===== src/memtype_map.svh =====
// memory type codes, cache state codes and fixed counts for the policy block
`ifndef MEMTYPE_MAP_SVH
`define MEMTYPE_MAP_SVH

`define MT_UNCACHED 3'h0
`define MT_COMBINING 3'h1
`define MT_COH_COMBINING 3'h2
`define MT_CACHE_DISABLED 3'h3
`define MT_WRITE_THROUGH 3'h4
`define MT_WRITE_PROTECT 3'h5
`define MT_WRITE_BACK 3'h6

`define LS_INVALID 2'h0
`define LS_SHARED 2'h1
`define LS_EXCLUSIVE 2'h2
`define LS_MODIFIED 2'h3

`define COMB_WORDS 3'h4
`define COMB_IDX_W 2

`endif


===== src/memtype_pkg.sv =====
// types shared by the memory type policy block
package memtype_pkg;
    typedef logic [2:0] mem_type_t;
    typedef logic [1:0] line_state_t;
    typedef enum logic [5:0] {
        ST_IDLE = 6'h01,
        ST_DRAIN = 6'h02,
        ST_INVAL = 6'h04,
        ST_MEM = 6'h08,
        ST_DONE = 6'h10,
        ST_FLUSH = 6'h20
    } req_state_t;
endpackage


===== src/memtype_combiner.sv =====
// merges consecutive combining-type word stores into one quadword write
`timescale 1ns/1ps
`include "memtype_map.svh"

module memtype_combiner
(
    // clock and reset
    input wire logic i_core_clk,
    input wire logic i_rst_n,
    // word store in
    input wire logic i_valid,
    input wire logic [31:0] i_addr,
    input wire logic [15:0] i_data,
    input wire logic i_flush,
    output logic o_ready,
    // merged write out
    output logic o_valid,
    output logic [31:0] o_addr,
    output logic [63:0] o_data,
    output logic [7:0] o_be,
    input wire logic i_taken
);

    logic [63:0] data_reg;
    logic [7:0] be_reg;
    logic [28:0] qw_reg;
    logic open_reg;
    logic full_reg;
    logic [`COMB_IDX_W-1:0] idx;
    logic hit;
    logic emit;

    assign idx = i_addr[2:1];
    assign hit = open_reg && (qw_reg == i_addr[31:3]);
    // a store to another quadword forces the open one out first
    assign emit = open_reg && (full_reg || i_flush || (i_valid && !hit));
    assign o_ready = !full_reg && (!open_reg || hit);
    assign o_valid = emit;
    assign o_addr = {qw_reg, 3'h0};
    assign o_data = data_reg;
    assign o_be = be_reg;

    always_ff @(posedge i_core_clk or negedge i_rst_n)
    begin
        if (!i_rst_n)
        begin
            data_reg <= 64'h0;
            be_reg <= 8'h00;
            qw_reg <= 29'h0;
            open_reg <= 1'b0;
            full_reg <= 1'b0;
        end
        else if (emit && i_taken)
        begin
            open_reg <= 1'b0;
            full_reg <= 1'b0;
            be_reg <= 8'h00;
        end
        else if (i_valid && o_ready)
        begin
            open_reg <= 1'b1;
            qw_reg <= i_addr[31:3];
            data_reg[idx*16 +: 16] <= i_data;
            be_reg[idx*2 +: 2] <= 2'h3;
            full_reg <= ((be_reg | (8'h03 << {idx, 1'b0})) == 8'hFF);
        end
    end

endmodule


===== src/memtype_decode.sv =====
// decodes a resolved memory type into caching and buffering attributes
`timescale 1ns/1ps
`include "memtype_map.svh"

module memtype_decode
(
    // resolved type
    input wire logic [2:0] i_type,
    // attributes
    output logic o_read_cacheable,
    output logic o_write_cacheable,
    output logic o_read_alloc,
    output logic o_write_alloc,
    output logic o_spec_read,
    output logic o_combine,
    output logic o_buffer,
    output logic o_strict,
    output logic o_probe_all
);

    always_comb
    begin
        o_read_cacheable = 1'b0;
        o_write_cacheable = 1'b0;
        o_write_alloc = 1'b0;
        o_combine = 1'b0;
        o_buffer = 1'b0;
        o_strict = 1'b0;
        o_probe_all = 1'b0;
        case (i_type)
            `MT_CACHE_DISABLED:
            begin
                o_strict = 1'b1;
                o_probe_all = 1'b1;
            end
            `MT_COMBINING:
            begin
                o_combine = 1'b1;
                o_buffer = 1'b1;
            end
            `MT_COH_COMBINING:
            begin
                o_combine = 1'b1;
                o_buffer = 1'b1;
                o_probe_all = 1'b1;
            end
            `MT_WRITE_PROTECT:
            begin
                o_read_cacheable = 1'b1;
                o_buffer = 1'b1;
            end
            `MT_WRITE_THROUGH:
            begin
                o_read_cacheable = 1'b1;
                o_write_cacheable = 1'b1;
                o_buffer = 1'b1;
            end
            `MT_WRITE_BACK:
            begin
                o_read_cacheable = 1'b1;
                o_write_cacheable = 1'b1;
                o_write_alloc = 1'b1;
                o_buffer = 1'b1;
            end
            default:
            begin
                o_strict = 1'b1;
            end
        endcase
        // only strict types forbid speculative reads
        o_read_alloc = o_read_cacheable;
        o_spec_read = !o_strict;
    end

endmodule


===== src/memtype_policy.sv =====
// applies a request's memory type to caches, write buffers and memory
// Functional notes
// - uncached: no caching, speculation or combining
// - drain and invalidate write buffers first
// - cache disable bit makes cacheable cache-disabled; this block does so only while caches are not invalidated
// - conflicting page and range types infer cache-disabled; this block infers it only when both are different cacheable types
// - cache-disabled data hit: write back, invalidate
// - hold access until invalidations complete
// - cache-disabled fetch hit uses cache, miss no-allocate
// - cache-disabled write invalidates instruction cache hit
// - combining: uncached, speculative reads allowed
// - combining stores merge into larger writes
// - coherent combining combines and probes all caches
// - write-protect reads cached, allocate, speculative
// - write-protect stores go to memory, invalidate hits
// - writethrough reads cached, allocate, speculative
// - writethrough stores update memory and hit line
// - writethrough store miss does not allocate
// - writeback reads allocate shared, exclusive or modified; this block always allocates exclusive
// - writeback store sets line modified, allocates miss
// - writeback writes memory only on line write-back
// - strict types keep order, no speculative writes
// - only writeback allocates writes
// - store hit on modified line keeps state
`timescale 1ns/1ps
`include "memtype_map.svh"

module memtype_policy
(
    // clock and reset
    input wire logic i_core_clk,
    input wire logic i_rst_n,
    // control state
    input wire logic i_cache_disable,
    input wire logic i_caches_invalidated,
    // request from load/store and fetch paths
    input wire logic i_req_valid,
    input wire logic [1:0] i_req_kind,
    input wire logic [2:0] i_page_type,
    input wire logic [2:0] i_range_type,
    input wire logic [31:0] i_req_addr,
    input wire logic [15:0] i_req_data,
    input wire logic i_req_spec,
    output logic o_req_ready,
    output logic o_req_done,
    output logic o_req_fault,
    // lookup results from caches
    input wire logic i_dc_hit,
    input wire logic [1:0] i_dc_state,
    input wire logic i_ic_hit,
    // cache actions
    output logic o_cache_read,
    output logic o_cache_write,
    output logic o_cache_alloc,
    output logic [1:0] o_cache_new_state,
    output logic o_dc_inval,
    output logic o_dc_writeback,
    output logic o_ic_inval,
    output logic o_probe_all,
    input wire logic i_inval_done,
    // write buffers
    output logic o_wbuf_push,
    output logic o_wbuf_drain,
    input wire logic i_wbuf_empty,
    // main memory
    output logic o_mem_valid,
    output logic o_mem_write,
    output logic [31:0] o_mem_addr,
    output logic [63:0] o_mem_data,
    output logic [7:0] o_mem_be,
    input wire logic i_mem_ready,
    // resolved type for observation
    output logic [2:0] o_eff_type
);

    localparam logic [1:0] KIND_LOAD = 2'h0;
    localparam logic [1:0] KIND_STORE = 2'h1;
    localparam logic [1:0] KIND_FETCH = 2'h2;

    // ==================================================================
    // type resolution
    // ==================================================================
    function automatic logic is_cacheable(input logic [2:0] t);
        is_cacheable = t inside {`MT_WRITE_BACK, `MT_WRITE_THROUGH,
            `MT_WRITE_PROTECT};
    endfunction

    function automatic logic [2:0] resolve(input logic [2:0] pg,
        input logic [2:0] rg,
        input logic cd,
        input logic clean);
        resolve = pg;
        if (pg == `MT_UNCACHED || rg == `MT_UNCACHED)
            resolve = `MT_UNCACHED;
        else if (pg == `MT_COMBINING || rg == `MT_COMBINING)
            resolve = `MT_COMBINING;
        else if (pg != rg && is_cacheable(pg) && is_cacheable(rg))
            resolve = `MT_CACHE_DISABLED;
        if (cd && !clean && is_cacheable(resolve))
            resolve = `MT_CACHE_DISABLED;
    endfunction

    logic [2:0] eff_type;
    assign eff_type = resolve(i_page_type, i_range_type, i_cache_disable,
        i_caches_invalidated);

    logic a_rd_cache;
    logic a_wr_cache;
    logic a_rd_alloc;
    logic a_wr_alloc;
    logic a_spec;
    logic a_combine;
    logic a_buffer;
    logic a_strict;
    logic a_probe;

    logic [2:0] type_reg;

    memtype_decode u_decode
    (
        .i_type(type_reg),
        .o_read_cacheable(a_rd_cache),
        .o_write_cacheable(a_wr_cache),
        .o_read_alloc(a_rd_alloc),
        .o_write_alloc(a_wr_alloc),
        .o_spec_read(a_spec),
        .o_combine(a_combine),
        .o_buffer(a_buffer),
        .o_strict(a_strict),
        .o_probe_all(a_probe)
    );

    // ==================================================================
    // request capture
    // ==================================================================
    memtype_pkg::req_state_t state_reg;
    logic [1:0] kind_reg;
    logic [31:0] addr_reg;
    logic [15:0] data_reg;
    logic is_store;
    logic is_fetch;
    logic take;
    logic spec_bad;

    assign is_store = (kind_reg == KIND_STORE);
    assign is_fetch = (kind_reg == KIND_FETCH);
    // speculative stores, and speculative reads of strict types, refused
    assign spec_bad = i_req_spec && ((i_req_kind == KIND_STORE) ||
        eff_type inside {`MT_UNCACHED, `MT_CACHE_DISABLED});
    assign o_req_ready = (state_reg == memtype_pkg::ST_IDLE);
    assign take = i_req_valid && o_req_ready && !spec_bad;
    assign o_eff_type = type_reg;

    always_ff @(posedge i_core_clk or negedge i_rst_n)
    begin
        if (!i_rst_n)
        begin
            type_reg <= `MT_UNCACHED;
            kind_reg <= KIND_LOAD;
            addr_reg <= 32'h0;
            data_reg <= 16'h0;
        end
        else if (take)
        begin
            type_reg <= eff_type;
            kind_reg <= i_req_kind;
            addr_reg <= i_req_addr;
            data_reg <= i_req_data;
        end
    end

    always_ff @(posedge i_core_clk or negedge i_rst_n)
    begin
        if (!i_rst_n)
            o_req_fault <= 1'b0;
        else
            o_req_fault <= i_req_valid && o_req_ready && spec_bad;
    end

    // ==================================================================
    // combining path
    // ==================================================================
    logic cmb_in;
    logic cmb_ready;
    logic cmb_valid;
    logic [31:0] cmb_addr;
    logic [63:0] cmb_data;
    logic [7:0] cmb_be;
    logic cmb_taken;
    logic cmb_flush;
    logic direct_mem;

    assign cmb_in = (state_reg == memtype_pkg::ST_MEM) && is_store &&
        a_combine;
    // strict accesses push any open combined write out ahead of them
    assign cmb_flush = (state_reg == memtype_pkg::ST_FLUSH) && a_strict;
    assign cmb_taken = cmb_valid && i_mem_ready && !direct_mem;

    memtype_combiner u_comb
    (
        .i_core_clk(i_core_clk),
        .i_rst_n(i_rst_n),
        .i_valid(cmb_in),
        .i_addr(addr_reg),
        .i_data(data_reg),
        .i_flush(cmb_flush),
        .o_ready(cmb_ready),
        .o_valid(cmb_valid),
        .o_addr(cmb_addr),
        .o_data(cmb_data),
        .o_be(cmb_be),
        .i_taken(cmb_taken)
    );

    // ==================================================================
    // sequencing
    // ==================================================================
    logic needs_inval;
    logic mem_needed;

    // hit lines under cache-disabled are written back and invalidated
    assign needs_inval = (type_reg == `MT_CACHE_DISABLED) &&
        ((!is_fetch && i_dc_hit) || (is_store && i_ic_hit)) ||
        (type_reg == `MT_WRITE_PROTECT && is_store && i_dc_hit);
    assign mem_needed =
        (is_store && type_reg != `MT_WRITE_BACK && !a_combine) ||
        (!is_store && !(a_rd_cache && i_dc_hit) &&
         !(is_fetch && type_reg == `MT_CACHE_DISABLED && i_ic_hit));
    assign direct_mem = (state_reg == memtype_pkg::ST_MEM) && mem_needed;

    memtype_pkg::req_state_t state_next;

    always_comb
    begin
        state_next = state_reg;
        case (state_reg)
            memtype_pkg::ST_IDLE:
            begin
                if (take)
                    state_next = memtype_pkg::ST_FLUSH;
            end
            memtype_pkg::ST_FLUSH:
            begin
                if (!a_strict || !cmb_valid || cmb_taken)
                    state_next = a_strict ? memtype_pkg::ST_DRAIN :
                        (needs_inval ? memtype_pkg::ST_INVAL :
                        memtype_pkg::ST_MEM);
            end
            memtype_pkg::ST_DRAIN:
            begin
                if (i_wbuf_empty)
                    state_next = needs_inval ? memtype_pkg::ST_INVAL :
                                 memtype_pkg::ST_MEM;
            end
            memtype_pkg::ST_INVAL:
            begin
                if (i_inval_done)
                    state_next = memtype_pkg::ST_MEM;
            end
            memtype_pkg::ST_MEM:
            begin
                if (cmb_in ? cmb_ready : (!mem_needed || i_mem_ready))
                    state_next = memtype_pkg::ST_DONE;
            end
            memtype_pkg::ST_DONE:
            begin
                state_next = memtype_pkg::ST_IDLE;
            end
            default:
            begin
                state_next = memtype_pkg::ST_IDLE;
            end
        endcase
    end

    always_ff @(posedge i_core_clk or negedge i_rst_n)
    begin
        if (!i_rst_n)
            state_reg <= memtype_pkg::ST_IDLE;
        else
            state_reg <= state_next;
    end

    assign o_req_done = (state_reg == memtype_pkg::ST_DONE);

    // ==================================================================
    // cache and buffer actions
    // ==================================================================
    logic in_mem;
    assign in_mem = (state_reg == memtype_pkg::ST_MEM);

    assign o_wbuf_drain = (state_reg == memtype_pkg::ST_DRAIN);
    assign o_probe_all = a_probe && (state_reg == memtype_pkg::ST_INVAL ||
        in_mem);
    assign o_dc_inval = (state_reg == memtype_pkg::ST_INVAL) &&
        i_dc_hit && !is_fetch;
    assign o_dc_writeback = o_dc_inval &&
        (i_dc_state == `LS_MODIFIED);
    assign o_ic_inval = (state_reg == memtype_pkg::ST_INVAL) && is_store &&
        i_ic_hit;

    // read hit served from cache; cache-disabled fetch hit too
    assign o_cache_read = in_mem && !is_store &&
        ((a_rd_cache && i_dc_hit) ||
        (is_fetch && type_reg == `MT_CACHE_DISABLED && i_ic_hit));
    assign o_cache_write = in_mem && is_store && a_wr_cache &&
        (i_dc_hit || a_wr_alloc);
    assign o_cache_alloc = in_mem && !i_dc_hit &&
        ((!is_store && a_rd_alloc) || (is_store && a_wr_alloc));
    // write-protect and writethrough stores travel through the write buffer
    assign o_wbuf_push = in_mem && is_store && a_buffer && !a_combine &&
        type_reg != `MT_WRITE_BACK && i_mem_ready;

    always_comb
    begin
        o_cache_new_state = i_dc_state;
        if (is_store && type_reg == `MT_WRITE_BACK)
            o_cache_new_state = `LS_MODIFIED;
        else if (!is_store && !i_dc_hit)
            o_cache_new_state = `LS_EXCLUSIVE;
    end

    // ==================================================================
    // memory request
    // ==================================================================
    assign o_mem_valid = direct_mem || (cmb_valid && !direct_mem);
    // writeback stores never reach memory here: only line write-back does
    assign o_mem_write = direct_mem ? is_store : 1'b1;
    assign o_mem_addr = direct_mem ? addr_reg : cmb_addr;
    assign o_mem_data = direct_mem ? {48'h0, data_reg} : cmb_data;
    assign o_mem_be = direct_mem ? 8'h03 : cmb_be;

endmodule


===== config.mk =====
export PLATFORM = sky130hd
export DESIGN_NAME = memtype_policy
export DESIGN_NICKNAME = d
export VERILOG_FILES = /design/src/memtype_pkg.sv /design/src/memtype_combiner.sv /design/src/memtype_decode.sv /design/src/memtype_policy.sv
export VERILOG_INCLUDE_DIRS = /design/src /design/src/src
export SDC_FILE = /design/constraint.sdc
export NUM_CORES = 1
export LEC_CHECK = 0
export BUFFER_PORTS_ARGS = -buffer_cell sky130_fd_sc_hd__buf_2
export CAP_MARGIN = 20
export CORE_MARGIN = 2
export CORE_UTILIZATION = 59
export CTS_CLUSTER_DIAMETER = 80
export DETAILED_ROUTE_END_ITERATION = 8
export PLACE_DENSITY = 0.86
export SETUP_SLACK_MARGIN = 0.02
export SLEW_MARGIN = 0
export SYNTH_ARGS = -nofsm -noshare
export SYNTH_HDL_FRONTEND = slang
export SYNTH_SLANG_ARGS = --single-unit

===== constraint.sdc =====
create_clock -name i_core_clk -period 6.43 [get_ports i_core_clk]
set_input_delay 0.9645 -clock i_core_clk [delete_from_list [all_inputs] [get_ports i_core_clk]]
set_output_delay 0.9645 -clock i_core_clk [all_outputs]
set_load 0.005 [all_outputs]

# Word-level counts from Yosys, hierarchy flattened
# Index checks and enable logic that the tools add are counted.
# op_classes
add_sub_neg	2
eq_ne	37
shifts	5
n_mux	34
bitwise	2
reduce_logical	99
# ops
op	count
$bwmux W64	1
$mux W64	1
$shift A16 B34 Y64 const A	1
$shiftx A16 B34 Y64	1
$logic_and A1 B1 Y1	53
$eq A3 B3 Y1 const B	12
$mux W6	6
$neg A3 Y34	1
$neg A6 Y34	1
$shift A2 B34 Y8 const A	1
$shiftx A2 B34 Y8 const A	1
$mux W32	1
$pmux W6 S5	1
$eq A29 B29 Y1	1
$mux W8	3
$logic_or A1 B1 Y1	17
$logic_not A1 Y1	14
$mux W1	13
$mux W3	4
$eq A3 B1 Y1 const B	3
$eq A3 B2 Y1 const B	3
$logic_not A3 Y1	3
$reduce_bool A3 Y1	3
$bwmux W8	1
24 further kinds	33
# word_totals
regBits	163
input_bits	69
output_inout_bits	123
wordCells	190

# Longest topological paths before layout
# Gate-level depths: netlist of run 1.
# depth
depth_word	19
ltp_mapped	8
mapped_depth_nobuf	6

# Modules after synthesis
# From an unflattened synthesis of run 1, not the netlist that was laid out.
# unflattened
cells_unflattened	679
area_unflattened_um2	8384.3
# by_module_without_submodules
module	instances	cells_per_inst	area_each_um2	seq_area_each_um2
memtype_combiner	1	304	4265.3	2477.4
memtype_policy	1	364	4043.9	1502.7
memtype_decode	1	11	75.1	0.0

# Worst setup path before layout of run 1
# OpenSTA, ideal clock, no wires.
# synth_timing
path_type	in2out
start	input i_dc_hit
end	output o_mem_addr[23]
arrival_ns	2.677
required_time_ns	5.465
slack_ns	2.788
path_stages	6
n_path_buf	2
path_cell_list	a21bo_2 -> o221a_2 -> o21bai_1 -> clkbuf_1 -> buf_1 -> mux2_2
# synth_between
elab_chain_len	7
# synth_rtl
element	line_no	source
from (decl)	memtype_policy.sv:48	input wire logic i_dc_hit,
$logic_and A1 B1 Y1	memtype_policy.sv:227	(!is_store && !(a_rd_cache && i_dc_hit) &&
$logic_not A1 Y1	memtype_policy.sv:227	
$logic_and A1 B1 Y1 (2 in series)	memtype_policy.sv:227	
$logic_or A1 B1 Y1	memtype_policy.sv:226	(is_store && type_reg != `MT_WRITE_BACK && !a_combine) ||
$logic_and A1 B1 Y1	memtype_policy.sv:229	assign direct_mem = (state_reg == memtype_pkg::ST_MEM) && mem_needed;
$mux W32	memtype_policy.sv:329	assign o_mem_addr = direct_mem ? addr_reg : cmb_addr;
to (decl)	memtype_policy.sv:68	output logic [31:0] o_mem_addr,
# Every way passes these cells.

# Worst setup path in the final report of run 1
# layout_timing
start	register state_reg[5]
end	output o_mem_data[3]
# layout_between
elab_chain_len	3
# layout_rtl
element	line_no	source
from (decl)	memtype_policy.sv:136	memtype_pkg::req_state_t state_reg;
from (signal assigned)	memtype_policy.sv:279	state_reg <= memtype_pkg::ST_IDLE;
from (signal assigned)	memtype_policy.sv:281	state_reg <= state_next;
$eq A6 B4 Y1	memtype_policy.sv:229	
$logic_and A1 B1 Y1	memtype_policy.sv:229	
$mux W64	memtype_policy.sv:330	assign o_mem_data = direct_mem ? {48'h0, data_reg} : cmb_data;
to (decl)	memtype_policy.sv:69	output logic [63:0] o_mem_data,
# Every way passes these cells.

==> results.ini, run 1 <==
[status]
status = finished clean

[floorplanning]
fp-row-count = 43
core-area_um2 = 13800
initial_core_util_pct = 60.3
ios = 192
die_w_um = 123
die_y_um = 123
die_area_um2 = 15100

[pwr]
p_leak_nw = 5.42
ir_drop_v = 0.000223
power_w = 0.00360
power_density_nw_per_um2 = 362

[critical_path]
crit_type = flip-flop to output pin
rrSetupSlack_ns = 2.88
cp_max_fo = 104
cpPeakStageDelay_ns = 0.55
crit_buf_inv = 2
crit_path_cell_trace = or4_4 -> or3b_1 -> o21bai_4 -> buf_4 -> mux2_2 -> buf_2
end_kind = output pin
start_kind = flip-flop
slowest_stage = or4_4
worstPathArrival_ns = 3.27
crit_family = simple AND/OR/NAND/NOR gates
required_ns = 5.47

[synthesis]
syn_avg_cell_area_um2 = 11.0
synth_compound_area_share_pct = 4.21
synth-simple-area-share_pct = 12.8
synth_cells = 761
synth_edf_count = 0
synthFlopType = dfrtp_1
synth_nets = 834
synth_cell_types = 55
synthAdderAreaFrac_pct = 0.600
synth_top_family_by_area = multiplexers
ys_seq_area_share_pct = 47.7
synth_mux_area_share_pct = 24.9
synthXorXnorAreaFrac_pct = 3.36
synth_seq_cells = 159
synthArstFlopShare_pct = 100
netlist_area_um2 = 8340
synth_warnings = 0

[grt]
grt_first_pass_wirelength_um = 29800
grt_pass1_vias = 5914
grt_overflow_total = 0
antenna_found_initial = 0
grt_max_degree = 105
grtUsageTotal_pct = 25.5

[routing]
drtIter0Drc = 407
vias_per_cell = 5.46
drt_pass1_iterations = 5
drc = 0
wl_per_cell_um = 16.5
ant_nets = 0
drt_wl_total_um = 18600
dr_total_vias = 6184

[placed_design]
place.gp.congestion = 0.867
place_area_um2 = 9380
hpwlAfterDp_um = 12700
port-buffer-count = 191
place_ws_ns = 2.38

[clock_network]
postCtsSetupBuffers = 0
cts_resized = 0
clkTransAtPathRegs_ns = 0.06
cts_tree = yes
cts.path.max_buffers = 2
cts_hold_buffers = 0
clkSinkCount = 159
htree_levels = 4
worstSkewPairLatency_ns = 0.42
cts_buffers = 17
clock-root-buffer = clkbuf_16

[timing]
rsz0062_at_grt = false
min_period_over_period_pct = 65.9
final_max_slew_viol_count = 0
tightest_slew_ns = 1.05
post-route-min-period_ns = 4.24
slew_headroom_pct = 30.2
finalClockSkew_ns = 0.00760
setup_slack_ns = 2.19
hold_viol = 0
timing.setup.tns_ns = 0
setup_viol = 0
whs_ns = 0.511
clock.fmax_ghz = 0.236

[finish]
antenna_cells = 0
n_fill_cell = 1000
fin_area_um2 = 9940
area_delta_synth_final_pct = 19.1
largest_reg_flops = 64
finalNetCount = 1015
drive_above_1_share_pct = 38.1

[job]
drv_cap = 0

[worst_hold_path]
hp-class = flip-flop to flip-flop

stage by stage:
step | util [%] | cells
2_1_floorplan | - | 761
3_5_place_dp | 67.8 | 1101
6_report | 71.9 | 1132
4_1_cts | 71.7 | 1130
5_1_grt | 71.9 | 1132
3_3_place_gp | 67.8 | 1101
Yosys cell counts (3+ instances only):
library cell  instances  area [um2]
o21bai_1              3        22.5
and3_1                3        18.8
inv_1                80         300
dfrtp_1             158        3950
nor4_1               10        62.6
xnor2_1               3        26.3
ha_1                  4        50.1
nand2b_1              5        31.3
nor2b_1               4        25.0
xor2_1               29         254
o22ai_1               5        31.3
mux2_1                4        45.0
and2_1               51         319
nor3_1                8        40.0
mux2i_1              62         621
nand2_1              77         289
clkbuf_1             18        67.6
nand3b_1              5        37.5
buf_2                 6        30.0
nor2_1               22        82.6
a21oi_1               9        45.0
mux2_2              125        1410
nand4b_1              6        52.6
o21ai_0              12        60.1
buf_6                 7        78.8
o21a_1                4        30.0
o221ai_1              4        35.0
buf_4                 8        60.1
worst register-to-register path, delay by kind of cell (launching register included):
kind          cells  cell delay [ns]
simple gates      4             2.22
flops             1             0.45
buf+inv           1             0.41
mux               1             0.35
layout by cell type, fill, tap and decap left out, types with 6 or more instances in the layout:
cell       netlist  routed
dfrtp_1        158     158
and2_1          51      51
nand2_1         77      77
inv_1           80      80
mux2_2         125     125
clkbuf_16        0      17
nand4b_1         6       6
o21ai_0         12      12
buf_4            8      10
nor3_1           8       8
nor4_1          10      10
nor2_1          22      22
mux2i_1         62      62
xor2_1          29      29
a21oi_1          9       9
buf_2            6     190
kinds of logic after synthesis:
| logic type | Yosys count |
|---|---|
| simple gates | 203 |
| mux | 191 |
| flops | 159 |
| buf+inv | 120 |
| compound gates | 52 |
| xor+xnor | 32 |
| fa+ha+maj | 4 |
final timing paths:
check / cells after the start / to / from
worst max-delay path: 6 / o_mem_data[3] / state_reg[5]
worst min-delay path: 2 / u_comb.o_data[61] / u_comb.o_data[61]
worst max register to register: 6 / u_comb.o_data[31] / state_reg[5]
worst min register to register: 2 / u_comb.o_data[61] / u_comb.o_data[61]
max in group asynchronous: 2 / addr_reg[10] / i_rst_n
min in group asynchronous: 1 / u_comb.o_data[34] / i_rst_n
per-layer routing:
metal	GRT usage [%]	up-vias	wire (um)	share of wire, %
li1	-	2907	-	-
met1	35.1	3020	8280	44
met2	40.1	229	8880	48
met3	5.35	28	1110	5.9
met4	9.20	0	365	2.0
met5	0	-	0	0
power breakdown:
| part | internal [W] | leakage [nW] | switching [W] |
|---|---|---|---|
| logic | 0.000553 | 3.06 | 0.000548 |
| clock network | 0.000555 | 0.265 | 0.000377 |
| registers | 0.00124 | 2.10 | 0.000327 |
cell type report:
class / instances / area [um2] / area share, %
Clock buffer: 23 / 478 / 4.81
Tap cell: 180 / 225 / 2.27
Clock inverter: 6 / 61.3 / 0.617
Timing Repair Buffer: 202 / 1050 / 10.6
Multi-Input combinational cell: 482 / 3840 / 38.7
Sequential cell: 159 / 3980 / 40.1
Inverter: 80 / 300 / 3.02
No activity file was read; power rests on OpenSTA's default activity.
==> run 2, diff against run 1 <==
--- a/config.mk
+++ b/config.mk
@@ -6,13 +6,14 @@
 export SDC_FILE = /design/constraint.sdc
 export NUM_CORES = 1
 export LEC_CHECK = 0
+export ABC_AREA = 1
 export BUFFER_PORTS_ARGS = -buffer_cell sky130_fd_sc_hd__buf_2
 export CAP_MARGIN = 20
 export CORE_MARGIN = 2
-export CORE_UTILIZATION = 59
+export CORE_UTILIZATION = 54
 export CTS_CLUSTER_DIAMETER = 80
 export DETAILED_ROUTE_END_ITERATION = 8
-export PLACE_DENSITY = 0.86
+export PLACE_DENSITY = 0.8
 export SETUP_SLACK_MARGIN = 0.02
 export SLEW_MARGIN = 0
 export SYNTH_ARGS = -nofsm -noshare
==> constraint.sdc (replaced) <==
create_clock -name i_core_clk -period 4.2 [get_ports i_core_clk]
set_input_delay 0.63 -clock i_core_clk [delete_from_list [all_inputs] [get_ports i_core_clk]]
set_output_delay 0.63 -clock i_core_clk [all_outputs]
set_load 0.005 [all_outputs]
==> run 2 against run 1 <==
Non-clock buffer count is 1 higher; register-to-register slack worse by 1.5 ns; synthesized cell count is 47% higher; power is 49% higher; design area is 0.86% lower.
==> results.ini, run 2 <==
[timing]
finalClockSkew_ns = 0.00732  ; was 0.00760 ns
final_max_slew_viol_count = 0  ; unchanged
whs_ns = 0.305  ; was 0.511 ns
timing.setup.tns_ns = 0  ; unchanged
hold_viol = 0  ; unchanged
clock.fmax_ghz = 0.290
setup_viol = 0  ; unchanged
tightest_slew_ns = 0.972  ; was 1.05 ns
rsz0062_at_grt = false  ; unchanged
setup_slack_ns = 0.750  ; was 2.19 ns
post-route-min-period_ns = 3.45
min_period_over_period_pct = 82.1
slew_headroom_pct = 35.2  ; was 30.2%

[floorplanning]
fp-row-count = 45  ; was 43
die_area_um2 = 16300  ; was 15,100 um2
die_y_um = 128  ; was 123 um
initial_core_util_pct = 54.7  ; was 60.3%
ios = 192  ; unchanged
core-area_um2 = 15100  ; was 13,800 um2
die_w_um = 128  ; was 123 um

[pwr]
ir_drop_v = 0.000388  ; was 0.000223 V
clock_power_share_pct = 29.6  ; was 25.9%
p_leak_nw = 5.24  ; was 5.42 nW
seq_power_share_pct = 41.0  ; was 43.5%
power_w = 0.00537  ; was 0.00360 W
p_int_w = 0.00331  ; was 0.00234 W
pwr-share-comb_pct = 29.5  ; was 30.6%
p_sw_share_pct = 38.3  ; was 34.8%
p_switching_w = 0.00206  ; was 0.00125 W
power_density_nw_per_um2 = 545  ; was 362 nW/um2

[routing]
ant_nets = 0  ; unchanged
wl_per_cell_um = 14.5  ; was 16.5 um
drt_pass1_iterations = 5  ; unchanged
drt_wl_total_um = 21600  ; was 18,600 um
drc = 0  ; unchanged
drtIter0Drc = 565  ; was 407
vias_per_cell = 5.19  ; was 5.46
dr_total_vias = 7726  ; was 6,184

[critical_path]
reg2reg_depth = 9  ; was 6
worstPathArrival_ns = 2.82  ; was 3.27 ns
start_kind = flip-flop  ; unchanged
rrSetupSlack_ns = 1.39  ; was 2.88 ns
regToRegStartpoint = state_reg[0]  ; was state_reg[5]
crit_path_cell_trace = nand2_1 -> nor2_1 -> a22oi_1 -> nand2_1 -> nand2_1 -> nand2_2 -> inv_2 -> buf_4 -> nand2_1 -> o21ai_0 -> buf_2  ; was or4_4 -> or3b_1 -> o21bai_4 -> buf_4 -> mux2_2 -> buf_2
end_kind = output pin  ; unchanged
critical_path.most_common_cell = nand2_1
cp_max_fo = 40  ; was 104
required_ns = 3.57  ; was 5.47 ns
crit_path_start = o_eff_type[0]  ; was state_reg[5]
crit_type = flip-flop to output pin  ; unchanged
rr_endpoint = data_reg[9]  ; was u_comb.o_data[31]
slowest_stage = inv_2  ; was or4_4
cpPeakStageDelay_ns = 0.49  ; was 0.55 ns

[finish]
final_cell_mix = 341 x nand2_1, 190 x buf_2, 165 x inv_1, 158 x dfrtp_1, 89 x o21ai_1  ; was 190 x buf_2, 158 x dfrtp_1, 125 x mux2_2, 80 x inv_1, 77 x nand2_1
seqCellArea_um2 = 3980  ; unchanged
mostFrequentLayoutCell = nand2_1  ; was buf_2
finalNetCount = 1360  ; was 1,015
drive_above_1_share_pct = 20.1  ; was 38.1%
n_fill_cell = 1306  ; was 1,000
area_delta_synth_final_pct = 19.5  ; was 19.1%
largest_reg_flops = 64  ; unchanged
multiInputGateArea_um2 = 3310  ; was 3840 um2
fin_area_um2 = 9850  ; was 9940 um2

[grt]
grtUsageTotal_pct = 27.2  ; was 25.5%
antenna_found_initial = 2  ; was 0
grt_pass1_vias = 7102  ; was 5,914
grt_first_pass_wirelength_um = 34800  ; was 29,800 um
grt_max_degree = 107  ; was 105
grt_overflow_total = 0  ; unchanged

[synthesis]
netlist_area_um2 = 8250  ; was 8340 um2
synth_warnings = 0  ; unchanged
syn_avg_cell_area_um2 = 7.38  ; was 11.0 um2
yosys-top-cells-area = dfrtp_1 48%, nand2_1 16%, inv_1 7.5%, o21ai_1 5.4%, o21ai_0 5.2%  ; was dfrtp_1 47%, mux2_2 17%, mux2i_1 7.4%, and2_1 3.8%, inv_1 3.6%
synthFlopType = dfrtp_1  ; unchanged
yosysMostFrequentCell = nand2_1  ; was dfrtp_1
synth_edf_count = 0  ; unchanged
synth_seq_cells = 159  ; unchanged
synth_nets = 1191  ; was 834
synth_top_area_share_pct = 47.9  ; was 47.4%
ys_seq_area_share_pct = 48.3  ; was 47.7%
synth_cell_types = 40  ; was 55
synth_area_leader_cell = dfrtp_1  ; unchanged
synth_commonest_cells = 341 x nand2_1, 165 x inv_1, 158 x dfrtp_1, 89 x o21ai_1, 87 x nor2_1  ; was 158 x dfrtp_1, 125 x mux2_2, 80 x inv_1, 77 x nand2_1, 62 x mux2i_1
synth_cells = 1118  ; was 761
synthArstFlopShare_pct = 100  ; unchanged

[clock_network]
cts_tree = yes  ; unchanged
cts_hold_buffers = 0  ; unchanged
postCtsSetupBuffers = 0  ; unchanged
htree_levels = 4  ; unchanged
cts.path.max_buffers = 2  ; unchanged
cts_buffers = 17  ; unchanged
worstSkewPairLatency_ns = 0.43  ; was 0.42 ns
clock-root-buffer = clkbuf_16  ; unchanged
clkTransAtPathRegs_ns = 0.06  ; about the same
clkSinkCount = 159  ; unchanged
cts_resized = 0  ; unchanged

[placed_design]
hpwlAfterDp_um = 15000  ; was 12,700 um
place.gp.congestion = 0.932  ; was 0.867
place_area_um2 = 9230  ; was 9380 um2
place_ws_ns = 1.01  ; was 2.38 ns
port-buffer-count = 191  ; unchanged

[job]
drv_cap = 0  ; unchanged

[worst_hold_path]
hp-class = primary input to async pin  ; was flip-flop to flip-flop

[status]
status = finished clean  ; unchanged

-- run 2: changes by cell type in the layout (fill, tap and decap cells not counted), sizes merged, moves of 7 or more --
cell,delta
nand2,+269
o21ai,+162
mux2,-129
inv,+97
nor2,+70
mux2i,-62
and2,-51
nand3,+49
xor2,-25
a21oi,+11
nand4,+9
nor4,-7
-- run 2: power groups by stage --
stage	sequential, W	combinational, W	clock [W]
floorplan	0.00208	0.00116	0
global placement	0.00220	0.00151	0
detailed placement	0.00221	0.00154	0
CTS	0.00218	0.00156	0.00160
global route	0.00223	0.00180	0.00168
finish	0.00220	0.00158	0.00159
-- run 2: how the worst max path moves through the flow --
stage | to | cells past startpoint
3_3_place_gp | data_reg[15] | 17
4_1_cts | o_mem_data[3] | 11
5_1_grt | o_mem_data[13] | 11
3_5_place_dp | data_reg[15] | 15
2_1_floorplan | o_mem_be[3] | 11
6_report | o_mem_data[3] | 11
-- run 2: final cells by class --
| cell class | instances | area share, % |
|---|---|---|
| Antenna cell | 1 | 0.0254 |
| Clock buffer | 21 | 4.57 |
| Clock inverter | 11 | 1.59 |
| Inverter | 176 | 6.71 |
| Multi-Input combinational cell | 730 | 33.6 |
| Sequential cell | 159 | 40.4 |
| Tap cell | 188 | 2.39 |
| Timing Repair Buffer | 203 | 10.7 |
-- run 2: cell families after synthesis --
logic type               share of synthesized area [%]
AND/OR/NAND/NOR                                   25.7
buffers and inverters                             11.6
AO/OA/AOI/OAI                                     12.7
flip-flops                                        48.3
XOR/XNOR                                          1.17
adder cells (fa/ha/maj)                          0.607
-- run 2: layer usage --
layer | up-vias | wire length, um | GRT usage, %
li1 | 3815 | - | -
met2 | 295 | 10200 | 43.6
met4 | 2 | 486 | 8.86
met1 | 3567 | 9480 | 37.1
met5 | - | 16 | 0
met3 | 47 | 1370 | 5.95
-- run 2: stage by stage --
stage	instances	utilization (%)
after floorplan	1118	-
after global routing	1488	65.3
final	1489	65.3
after global placement	1455	61.2
after detailed placement	1455	61.2
after CTS	1487	65.2
-- run 2: worst max-delay path, delay by kind of cell (launching register included) --
kind            cells  cell delay (ns)
buf+inv             3             0.97
simple gates        6             0.55
flops               1             0.48
compound gates      2             0.35
